`src/core/mdgs_map.vh`:
```
/*
  Constants for the motion data group sequencer: field codes, group
  table layout, value limits and mode codes.
  Assumes inclusion by bare name from the core design files and the sim checker.
*/
`ifndef MDGS_MAP_VH
`define MDGS_MAP_VH

// ==========================================================
// Table layout
`define MDGS_GROUPS          32
`define MDGS_GRP_W           5
`define MDGS_PARAM_GROUPS    5'h0_F
`define MDGS_PNUM_W          8
`define MDGS_PNUM_STRIDE_LSB 3
`define MDGS_DATA_W          16

// ==========================================================
// Entry codes within one block of eight
`define MDGS_FLD_TYPE        3'h0
`define MDGS_FLD_POS_LO      3'h1
`define MDGS_FLD_POS_HI      3'h2
`define MDGS_FLD_SPEED       3'h3
`define MDGS_FLD_NEXT        3'h7

// ==========================================================
// Group type codes
`define MDGS_TYPE_INVALID    2'h0
`define MDGS_TYPE_ABS        2'h1
`define MDGS_TYPE_REL        2'h2

// ==========================================================
// Value limits and scaling
`define MDGS_POS_MAX         16'sh2_70F
`define MDGS_POS_MIN         (-16'sh2_70F)
`define MDGS_POS_HI_SCALE    32'sh0000_2710
`define MDGS_SPEED_MAX       16'h1_770
`define MDGS_SPEED_W         13
`define MDGS_POS_W           32

// ==========================================================
// Mode codes
`define MDGS_CTRL_MODE_SEQ   4'hC
`define MDGS_START_SINGLE    4'h0
`define MDGS_START_SEQ       4'h1

`endif

```
`src/core/mdgs_group_table.v`:
```
/*
  Group table: stores type, position halves, speed and next group
  for each data group, checks written values, and presents one group
  decoded at the read address.
  Assumes writes come from logic on the same clock.
*/
`timescale 1ns/1ps
`default_nettype none
`include "mdgs_map.vh"

module mdgs_group_table (
  input  wire                     clk,
  input  wire                     rst_n,
  input  wire                     ce,
  input  wire                     comm_mode,
  input  wire                     wr_en,
  input  wire [`MDGS_PNUM_W-1:0]  wr_pnum,
  input  wire [`MDGS_DATA_W-1:0]  wr_data,
  output reg                      wr_err,
  input  wire [`MDGS_GRP_W-1:0]   rd_grp,
  output wire [1:0]               rd_type,
  output wire [`MDGS_POS_W-1:0]   rd_target,
  output wire [`MDGS_SPEED_W-1:0] rd_speed,
  output wire [`MDGS_GRP_W-1:0]   rd_next
);

  reg [1:0]               type_mem  [0:`MDGS_GROUPS-1];
  reg [`MDGS_DATA_W-1:0]  lo_mem    [0:`MDGS_GROUPS-1];
  reg [`MDGS_DATA_W-1:0]  hi_mem    [0:`MDGS_GROUPS-1];
  reg [`MDGS_SPEED_W-1:0] speed_mem [0:`MDGS_GROUPS-1];
  reg [`MDGS_GRP_W-1:0]   next_mem  [0:`MDGS_GROUPS-1];
  integer i;

  // ==========================================================
  // Write decode
  // eight-entry stride
  wire [`MDGS_GRP_W-1:0] w_grp =
    wr_pnum[`MDGS_PNUM_W-1:`MDGS_PNUM_STRIDE_LSB];
  wire [2:0] w_fld = wr_pnum[`MDGS_PNUM_STRIDE_LSB-1:0];
  wire signed [`MDGS_DATA_W-1:0] w_sdata = wr_data;
  wire grp_ok = comm_mode || (w_grp < `MDGS_PARAM_GROUPS);
  reg  val_ok;

  always @* begin
    case (w_fld)
      `MDGS_FLD_TYPE:   val_ok = (wr_data[1:0] != 2'h3)
                                 && (wr_data[15:2] == 14'h0000);
      `MDGS_FLD_POS_LO,
      `MDGS_FLD_POS_HI: val_ok = (w_sdata <= `MDGS_POS_MAX)
                                 && (w_sdata >= `MDGS_POS_MIN);
      `MDGS_FLD_SPEED:  val_ok = (wr_data <= `MDGS_SPEED_MAX);
      `MDGS_FLD_NEXT:   val_ok = (wr_data < `MDGS_GROUPS);
      default:          val_ok = 1'b0;
    endcase
  end

  // Unchecked values are dropped, so the table never holds junk
  always @(posedge clk or negedge rst_n) begin
    if (!rst_n) begin
      wr_err <= 1'b0;
      for (i = 0; i < `MDGS_GROUPS; i = i + 1) begin
        type_mem[i]  <= `MDGS_TYPE_INVALID;
        lo_mem[i]    <= 16'h0000;
        hi_mem[i]    <= 16'h0000;
        speed_mem[i] <= 13'h0000;
        next_mem[i]  <= 5'h00;
      end
    end else if (ce) begin
      wr_err <= wr_en && !(grp_ok && val_ok);
      if (wr_en && grp_ok && val_ok) begin
        case (w_fld)
          `MDGS_FLD_TYPE:   type_mem[w_grp]  <= wr_data[1:0];
          `MDGS_FLD_POS_LO: lo_mem[w_grp]    <= wr_data;
          `MDGS_FLD_POS_HI: hi_mem[w_grp]    <= wr_data;
          `MDGS_FLD_SPEED:  speed_mem[w_grp] <=
                              wr_data[`MDGS_SPEED_W-1:0];
          `MDGS_FLD_NEXT:   next_mem[w_grp]  <=
                              wr_data[`MDGS_GRP_W-1:0];
          default:          next_mem[w_grp]  <= next_mem[w_grp];
        endcase
      end
    end
  end

  // ==========================================================
  // Read decode
  wire signed [`MDGS_POS_W-1:0] lo_ext = {{16{lo_mem[rd_grp][15]}},
                                          lo_mem[rd_grp]};
  wire signed [`MDGS_POS_W-1:0] hi_ext = {{16{hi_mem[rd_grp][15]}},
                                          hi_mem[rd_grp]};
  wire signed [63:0] hi_prod = hi_ext * `MDGS_POS_HI_SCALE;

  assign rd_type   = type_mem[rd_grp];
  assign rd_target = hi_prod[`MDGS_POS_W-1:0] + lo_ext;
  assign rd_speed  = speed_mem[rd_grp];
  assign rd_next   = next_mem[rd_grp];

endmodule // mdgs_group_table

`default_nettype wire

```
`src/core/mdgs_sequencer.v`:
```
/*
  Motion data group sequencer top: servo-ready output, pin
  synchronisers, launch of single or chained data groups.
  Assumes the motion profile generator and the transition-condition
  logic sit on CLK; the host pins are asynchronous and active low.
*/
`timescale 1ns/1ps
`default_nettype none
`include "mdgs_map.vh"

// Notes on behaviour
// - Servo-ready output low means ready
// - Ready needs main power, no alarm
// - Fifteen groups by parameter, thirty-two by comms
// - Sequencing only in motion-sequence control mode
// - Start mode zero selects single group
// - Start mode one chains groups automatically
// - Single mode never starts another group
// - Chain next group after success and condition
// - Type 0 invalid, 1 absolute, 2 relative
// - Target is high*10000 plus low, bounded
// - Speed accepted from zero to 6000
// - Groups eight entries apart, five fields used
// - Permit, step, four select inputs
// - Single mode suspends motion without permit
// - Binary select, launch on step rise
module mdgs_sequencer (
  input  wire                     CLK,
  input  wire                     RESETN,
  input  wire                     CE,
  input  wire                     MAIN_POWER_ON,
  input  wire                     SERVO_ALARM,
  input  wire [3:0]               CTRL_MODE_DIGIT,
  input  wire [3:0]               START_MODE,
  input  wire                     COMM_MODE,
  input  wire                     RUN_PERMIT_N,
  input  wire                     STEP_N,
  input  wire                     GROUP_SEL0_N,
  input  wire                     GROUP_SEL1_N,
  input  wire                     GROUP_SEL2_N,
  input  wire                     GROUP_SEL3_N,
  input  wire                     MOVE_DONE,
  input  wire                     TRANS_COND_MET,
  input  wire                     CFG_WE,
  input  wire [`MDGS_PNUM_W-1:0]  CFG_PNUM,
  input  wire [`MDGS_DATA_W-1:0]  CFG_DATA,
  output reg                      CFG_ERR,
  output reg                      SERVO_READY_N,
  output reg                      MOVE_START,
  output reg                      MOVE_ABS,
  output reg  [`MDGS_POS_W-1:0]   MOVE_TARGET,
  output reg  [`MDGS_SPEED_W-1:0] MOVE_SPEED,
  output reg                      MOVE_HOLD,
  output reg  [`MDGS_GRP_W-1:0]   ACTIVE_GROUP,
  output reg                      BUSY
);

  localparam ST_IDLE = 2'b00;
  localparam ST_RUN  = 2'b01;
  localparam ST_WAIT = 2'b10;

  // ==========================================================
  // Reset release
  reg rst_meta;
  reg rst_n;

  always @(posedge CLK or negedge RESETN) begin
    if (!RESETN) begin
      rst_meta <= 1'b0;
      rst_n    <= 1'b0;
    end else begin
      rst_meta <= 1'b1;
      rst_n    <= rst_meta;
    end
  end

  // ==========================================================
  // Pin synchronisers
  // permit, step, four selects
  wire [5:0] pin_raw = {STEP_N, RUN_PERMIT_N, GROUP_SEL3_N,
                        GROUP_SEL2_N, GROUP_SEL1_N, GROUP_SEL0_N};
  wire [5:0] pin_sync;

  genvar g;
  generate
    for (g = 0; g < 6; g = g + 1) begin : g_sync
      reg meta;
      reg sync;
      // Idle pin level is high (off), so reset to off
      always @(posedge CLK or negedge rst_n) begin
        if (!rst_n) begin
          meta <= 1'b1;
          sync <= 1'b1;
        end else if (CE) begin
          meta <= pin_raw[g];
          sync <= meta;
        end
      end
      assign pin_sync[g] = sync;
    end
  endgenerate

  reg step_prev;
  wire [`MDGS_GRP_W-1:0] sel_grp = {1'b0, ~pin_sync[3:0]};
  wire permit_on = ~pin_sync[4];
  wire step_on   = ~pin_sync[5];
  wire step_rise = step_on && !step_prev;

  // ==========================================================
  // Mode decode
  // motion-sequence mode only
  wire seq_mode  = (CTRL_MODE_DIGIT == `MDGS_CTRL_MODE_SEQ);
  wire mode_single = (START_MODE == `MDGS_START_SINGLE);
  wire mode_chain  = (START_MODE == `MDGS_START_SEQ);

  // ==========================================================
  // Group table
  reg  [1:0]               state;
  reg  [`MDGS_GRP_W-1:0]   chain_grp;
  wire [`MDGS_GRP_W-1:0]   rd_grp = (state == ST_IDLE) ? sel_grp
                                                       : chain_grp;
  wire [1:0]               rd_type;
  wire [`MDGS_POS_W-1:0]   rd_target;
  wire [`MDGS_SPEED_W-1:0] rd_speed;
  wire [`MDGS_GRP_W-1:0]   rd_next;
  wire                     tbl_err;

  mdgs_group_table u_table (
    .clk       (CLK),
    .rst_n     (rst_n),
    .ce        (CE),
    .comm_mode (COMM_MODE),
    .wr_en     (CFG_WE),
    .wr_pnum   (CFG_PNUM),
    .wr_data   (CFG_DATA),
    .wr_err    (tbl_err),
    .rd_grp    (rd_grp),
    .rd_type   (rd_type),
    .rd_target (rd_target),
    .rd_speed  (rd_speed),
    .rd_next   (rd_next)
  );

  wire grp_in_range = COMM_MODE || (rd_grp < `MDGS_PARAM_GROUPS);
  wire grp_valid = grp_in_range && (rd_type != `MDGS_TYPE_INVALID);

  // ==========================================================
  // Sequencer
  reg [1:0] next_state;
  reg       launch;

  always @* begin
    next_state = state;
    launch     = 1'b0;
    case (state)
      ST_IDLE: begin
        if (seq_mode && (mode_single || mode_chain) && permit_on
            && step_rise && grp_valid) begin
          launch     = 1'b1;
          next_state = ST_RUN;
        end
      end
      ST_RUN: begin
        if (!seq_mode) begin
          next_state = ST_IDLE;
        end else if (MOVE_DONE && !MOVE_START) begin
          next_state = mode_chain ? ST_WAIT : ST_IDLE;
        end
      end
      ST_WAIT: begin
        if (!seq_mode || !mode_chain) begin
          next_state = ST_IDLE;
        end else if (TRANS_COND_MET) begin
          if (grp_valid) begin
            launch     = 1'b1;
            next_state = ST_RUN;
          end else begin
            next_state = ST_IDLE;
          end
        end
      end
      default: next_state = ST_IDLE;
    endcase
  end

  always @(posedge CLK or negedge rst_n) begin
    if (!rst_n) begin
      state         <= ST_IDLE;
      step_prev     <= 1'b0;
      chain_grp     <= 5'h00;
      CFG_ERR       <= 1'b0;
      SERVO_READY_N <= 1'b1;
      MOVE_START    <= 1'b0;
      MOVE_ABS      <= 1'b0;
      MOVE_TARGET   <= 32'h0000_0000;
      MOVE_SPEED    <= 13'h0000;
      MOVE_HOLD     <= 1'b0;
      ACTIVE_GROUP  <= 5'h00;
      BUSY          <= 1'b0;
    end else if (CE) begin
      state      <= next_state;
      step_prev  <= step_on;
      CFG_ERR    <= tbl_err;
      MOVE_START <= launch;
      BUSY       <= (next_state != ST_IDLE);
      SERVO_READY_N <= ~(MAIN_POWER_ON && !SERVO_ALARM);
      MOVE_HOLD <= (next_state == ST_RUN) && mode_single && !permit_on;
      if (launch) begin
        ACTIVE_GROUP <= rd_grp;
        chain_grp    <= rd_next;
        MOVE_ABS     <= (rd_type == `MDGS_TYPE_ABS);
        MOVE_TARGET  <= rd_target;
        MOVE_SPEED   <= rd_speed;
      end
    end
  end

endmodule // mdgs_sequencer

`default_nettype wire

```
`config.mk`:
```
export PLATFORM = sky130hd
export DESIGN_NAME = mdgs_sequencer
export DESIGN_NICKNAME = d
export VERILOG_FILES = /design/src/core/mdgs_group_table.v /design/src/core/mdgs_sequencer.v
export VERILOG_INCLUDE_DIRS = /design/src /design/src/core
export SDC_FILE = /design/constraint.sdc
export NUM_CORES = 2
export LEC_CHECK = 0
export BUFFER_PORTS_ARGS = -buffer_cell sky130_fd_sc_hd__clkbuf_2
export CAP_MARGIN = 20
export CORE_ASPECT_RATIO = 0.7
export CORE_UTILIZATION = 60
export DETAILED_ROUTE_END_ITERATION = 8
export GPL_TIMING_DRIVEN = 0
export PLACE_DENSITY = 0.76
export SYNTH_ARGS = -nofsm -noshare
export SYNTH_HDL_FRONTEND = slang
export SYNTH_SLANG_ARGS = --single-unit
export TNS_END_PERCENT = 50
```
`constraint.sdc`:
```
create_clock -name CLK -period 69.1 [get_ports CLK]
set_clock_uncertainty 0.2 [all_clocks]
set_input_delay 0 -clock CLK [delete_from_list [all_inputs] [get_ports CLK]]
set_output_delay 0 -clock CLK [all_outputs]
set_load 0.02 [all_outputs]
```
Word level (Yosys, flattened, before mapping) --
Index checks and enable logic that the tools add are counted.
Cells by class: multipliers 1, reduce and logical (&&, ||, !) cells 41, muxes and demuxes 48, magnitude comparators 9, bitwise operators 7, equality and inequality tests 11, add/subtract/negate cells 1
Operators by type and width (number):
- 512-bit bitwise mux | 2
- 416-bit bitwise mux | 1
- 160-bit bitwise mux | 2
- 160-bit case mux with 2 select lines | 1
- 16-bit binary-select mux with 5-bit select | 2
- 16-bit demux with 5-bit select | 1
- 16-bit two-way mux | 5
- 13-bit binary-select mux with 5-bit select | 1
- 13-bit demux with 5-bit select | 1
- 64-bit bitwise mux | 1
- 5-bit binary-select mux with 5-bit select | 2
- 13-bit two-way mux | 3
- 32-bit adder | 1
- 5-bit two-way mux | 6
- 16-bit by 11-bit multiplier with 27-bit output (second input constant) | 1
- 5-bit demux with 5-bit select | 1
- 2-bit two-way mux | 9
- 1-bit logical AND | 17
- 16-bit by 15-bit greater-or-equal comparator with 1-bit output (second input constant) | 1
- 16-bit by 13-bit <= comparator with 1-bit output (second input constant) | 1
- 16-bit by 15-bit <= comparator with 1-bit output (second input constant) | 1
- 16-bit by 6-bit < comparator with 1-bit output (second input constant) | 1
- 3-bit AND reduction | 5
- 14-bit zero test | 1
- other kinds (29) | 51
Storage, ports and cells: flip-flop bits (word level) 1743, output and inout bits 56, bits of input ports 47, logic and storage cells 305

Logic depth before layout (Yosys ltp) --
depth in word-level cells 15, gate-level depth with buffers 45, mapped depth without buffers 37

Hierarchy --
From an unflattened synthesis, not the netlist that was laid out.
Second synthesis, totals: cells, all modules 5451, area, all modules 86028.8 um2
By module, submodules not included:
- mdgs_group_table | cells an instance 5242, instances 1, seq. area each 41665.0 um2, area an instance 82825.7 um2
- mdgs_sequencer | cells an instance 209, instances 1, seq. area each 1968.1 um2, area an instance 3203.1 um2

Least setup slack after synthesis --
OpenSTA, ideal clock, no wires.
path kind reg2reg, start register state[1], end register MOVE_TARGET[29], arrival 7.790 ns, setup time 0.095 ns, required time 68.805 ns, buffers on the path 5, clock period less this slack 8.085 ns, setup slack 61.015 ns, stages on the path, launching flop included 34, cell sequence dfrtp_1 clkbuf_1 o21ai_0 o21a_1 clkbuf_1 buf_2 clkbuf_1 clkbuf_1 nand3_1 a21oi_1 a2111oi_0 or2_2 ha_1 ha_1 fa_1 fa_1 inv_1 fa_1 inv_1 ha_1 a21oi_1 nand3_1 a41oi_1 o211ai_1 o31ai_1 nand2b_1 a21oi_1 xnor2_1 ha_1 nand2_1 o41ai_1 nor2_1 a32o_1 o31ai_1
Between the ends: word-level cells in the longest chain between the ends 13, elaborated cells between the ends (all ways) 26, classes of those cells add/sub: 1; mul: 1; order compare: 1; eq/ne: 1; mux: 15; bitwise: 1; reduce/logical: 6
RTL lines:
- from (decl) | line mdgs_sequencer.v:118 | reg [1:0] state;
- from (signal assigned) | line mdgs_sequencer.v:201 | state <= next_state;
- branches (longest 13 deep; another with 32-bit adder)
- to (signal assigned) | line mdgs_sequencer.v:212 | MOVE_TARGET <= rd_target;
- to (decl) | line mdgs_sequencer.v:51 | output reg [`MDGS_POS_W-1:0] MOVE_TARGET,
Parallel ways; which one is timed is not known. The select of a mux whose other input is x is not followed. A chain may end at the register's enable or synchronous reset.

Worst setup path after layout --
start register state[1], end register MOVE_TARGET[30]
Same word-level chain as after synthesis.

==> qor.csv <==
stage,metric,value,unit
status,status,"complete, no violations",
die,std cell rows,116,
timing,total negative slack,0,ns
cells_and_area,Layout Utilization,0.685,
logic_synthesis,Synth top area share,0.498,
min_path,HP Class,flip-flop to async pin,
die,core region area,143000,sq um
logic_synthesis,synthesized flop and latch total,1743,
logic_synthesis,Synth Area per Inst,11.1,sq um
die,Die Wd,457,microns
logic_synthesis,Synth area leader,dfrtp_1,
routing,vias per cell,6.89,
timing,Max Freq,77.6,MHz
clock_network,CTS Hold Buffers Added,71,
routing,iteration count of the initial detailed-routing pass,8,
global_route,first-pass GRT wire length,518000,microns
timing,RSZ-0062 raised after global routing,no,
clock_network,buffers inserted by post-CTS timing repair,0,
clock_network,clk sink count,1743,
cells_and_area,Final nets,8449,
logic_synthesis,sequential share of the synthesized area,0.502,
logic_synthesis,number of flops mapped to enable cells by yosys,0,
die,initial core utilization,0.606,
power_and_ir_drop,Peak VDD IR,87.1,uV
routing,Total Wirelength,374000,microns
clock_network,clk root buf,clkbuf_16,
clock_network,CTS tree,done,
logic_synthesis,Main synth FF type,dfrtp_1,
logic_synthesis,Synth warnings,0,
logic_synthesis,"FFs w/ async S/R, synth",1.00,
logic_synthesis,post-synth design cell area,86900,sq um
timing,final worst-path cycle share,0.186,
power_and_ir_drop,Pwr Total,3.39,mW
timing,crit path time final,12.89,ns
global_route,largest net degree at the start of global routing,76,
die,Die Y,320,microns
power_and_ir_drop,PwrDens,34.5,nW/um^2
critical_path,"slowest stage cell, crit path",clkbuf_1,
routing,DRC violations left,0,
timing,# setup viols final,0,
global_route,vias in the first global route,67500,
power_and_ir_drop,leakage power,48.5,nW
logic_synthesis,Syn Inst Count,7798,
timing,Max Slew Vio Count,0,
placement,Placement Setup Slack,57.05,ns
logic_synthesis,main area contributors after synthesis,"dfrtp_1 (50%), mux2_2 (14%), mux2_1 (7.9%)",
critical_path,critical path class,flip-flop to flip-flop,
clock_network,H-tree levels,4,
flow_run,max_cap viols,0,
die,die footprint,146000,sq um
timing,"Worst Setup Slack, final",56.21,ns
placement,DP HPWL,280000,microns
clock_network,Num CTS Buffers,169,
timing,headroom to the max-slew limit,0.0535,
global_route,total gr overflow,0,
routing,drt wl/cell,36.3,microns
placement,RePlAce Congestion,1.04,
cells_and_area,share of cells above drive strength 1,0.246,
global_route,antenna violations before repair,40,
critical_path,CP endpoint kind,flip-flop,
critical_path,Worst Path Max Fanout,10,
die,Top Ports,103,
critical_path,Critical Path Start Type,flip-flop,
placement,DP Area,91500,sq um
cells_and_area,Final Instance Area,98300,sq um
critical_path,arrival time at the worst endpoint,13.37,ns
routing,DRT antenna net count,0,
clock_network,# resized after CTS,0,
clock_network,"Clk Latency, worst-skew pair",0.85,ns
clock_network,clk slew on worst S/H paths,0.07,ns
logic_synthesis,Syn Nets,8001,
routing,DR iter-0 viols,11400,
cells_and_area,Layout area overhead,13.0,%
logic_synthesis,Synth cell types,84,
clock_network,Clock Path Buffers,3,
global_route,total track usage,0.511,
timing,Hold Fails Final Rpt,0,
critical_path,Slowest Stage Delay on Critical Path,1.04,ns
cells_and_area,fill count,10700,
timing,Worst-Margin Slew,1.42,ns
routing,vias,70900,
placement,port bufs,86,
critical_path,Critical Path RT,69.59,ns
power by group:
part | internal, mW | total (mW) | switching, mW
Combinational | 0.476 | 1.39 | 0.918
Clock | 0.534 | 0.966 | 0.432
Sequential | 1.02 | 1.03 | 0.00313
Total | 2.04 | 3.39 | 1.35
cell usage after synthesis (all sizes together) (7+ instances only):
cell type and count:
clkbuf 358, nor4 9, o22ai 18, or2 23, fa 45, a222oi 12, nand2 1586, ha 111
nor2 98, mux2 1691, and2 7, nand2b 14, and3 50, o21ai 109, o211ai 29, mux4 101
a31oi 54, buf 297, xor2 14, o31ai 9, nor3 60, a21oi 180, xnor2 27, a2111oi 52
a221oi 7, dfstp 13, mux2i 52, a21o 10, inv 118, dfrtp 1730, o21a 14, nand3 789
a22o 8, nor2b 11
stage by stage:
stage                     hold WS [ns]  cells
final                           0.0234  10300
after detailed placement        -0.404   9859
after global placement          -0.415   9772
after CTS                       0.0140  10200
after floorplan                 -0.496   7798
after global routing            0.0425  10300
cell families (layout without fill, tap and decap cells):
group	after synthesis	after routing	synth area share
AO/OA/AOI/OAI	564	564	0.0419
adder cells (fa/ha/maj)	156	156	0.0263
multiplexers	1844	1844	0.251
AND/OR/NAND/NOR	2676	2676	0.136
other	1	29	0.0000431
buffers and inverters	773	1352	0.0381
flip-flops	1743	1743	0.502
XOR/XNOR	41	41	0.00413
final cells by class:
| type | instances | area, sq um | area share |
|---|---|---|---|
| Tap cell | 1888 | 2360 | 0.0240 |
| Antenna cell | 28 | 70.1 | 0.000713 |
| Timing Repair Buffer | 277 | 3200 | 0.0325 |
| Multi-Input combinational cell | 5282 | 40100 | 0.408 |
| Clock inverter | 64 | 689 | 0.00702 |
| Buffer | 655 | 2890 | 0.0294 |
| Clock buffer | 238 | 4880 | 0.0497 |
| Sequential cell | 1743 | 43600 | 0.444 |
| Inverter | 118 | 443 | 0.00451 |
path summary, 6_finish.rpt:
| path | start | end | slack, ns | cells after the start |
|---|---|---|---|---|
| max | state[1] | MOVE_TARGET[30] | 56.21 | 36 |
| max in group asynchronous | rst_n | u_table.hi_mem[377] | 66.39 | 6 |
| max reg2reg | state[1] | MOVE_TARGET[30] | 56.21 | 36 |
| min in group CLK | COMM_MODE | u_table.speed_mem[415] | 0.09 | 5 |
| min reg2reg | rst_n | u_table.next_mem[131] | 0.02 | 0 |
| min | rst_n | u_table.next_mem[131] | 0.02 | 0 |
registers in the layout, indices dropped and copies added (netlist names), 2 cells and up:
register	cells
u_table.hi_mem	512
u_table.lo_mem	512
u_table.speed_mem	416
u_table.next_mem	160
u_table.type_mem	64
MOVE_TARGET	32
MOVE_SPEED	13
g_sync.meta	6
g_sync.sync	6
ACTIVE_GROUP	5
chain_grp	5
state	2
cell usage in the layout, fill, tap and decap left out, drive strengths merged, types with 45 or more instances in the layout:
master,instances
ha,111
mux2i,52
a2111oi,52
inv,122
fa,45
a31oi,54
nor2,98
nand2,1586
a21oi,180
mux2,1691
and3,50
dfrtp,1730
nor3,60
dlygate4sd3,71
clkbuf,684
nand3,789
o21ai,109
mux4,101
buf,413
per-layer routing:
metal  vias to the layer above  wire length, microns  global-route usage  part of all wire
met4                        18                 17000               0.210             0.046
met2                      5528                138000               0.629              0.37
met3                       957                 73300               0.337              0.20
met5                         -                   522             0.00818            0.0014
li1                      28100                     -                   -                 -
met1                     36300                145000               0.690              0.39
worst max-delay path: cells and delay by family (launching register included):
kind / cells / cell delay (ns)
AO/OA/AOI/OAI: 12 / 3.65
buffers and inverters: 7 / 3.12
adder cells (fa/ha/maj): 7 / 2.79
AND/OR/NAND/NOR: 8 / 1.81
XOR/XNOR: 2 / 0.71
flip-flops: 1 / 0.42
(Power assumes the default switching activity.)
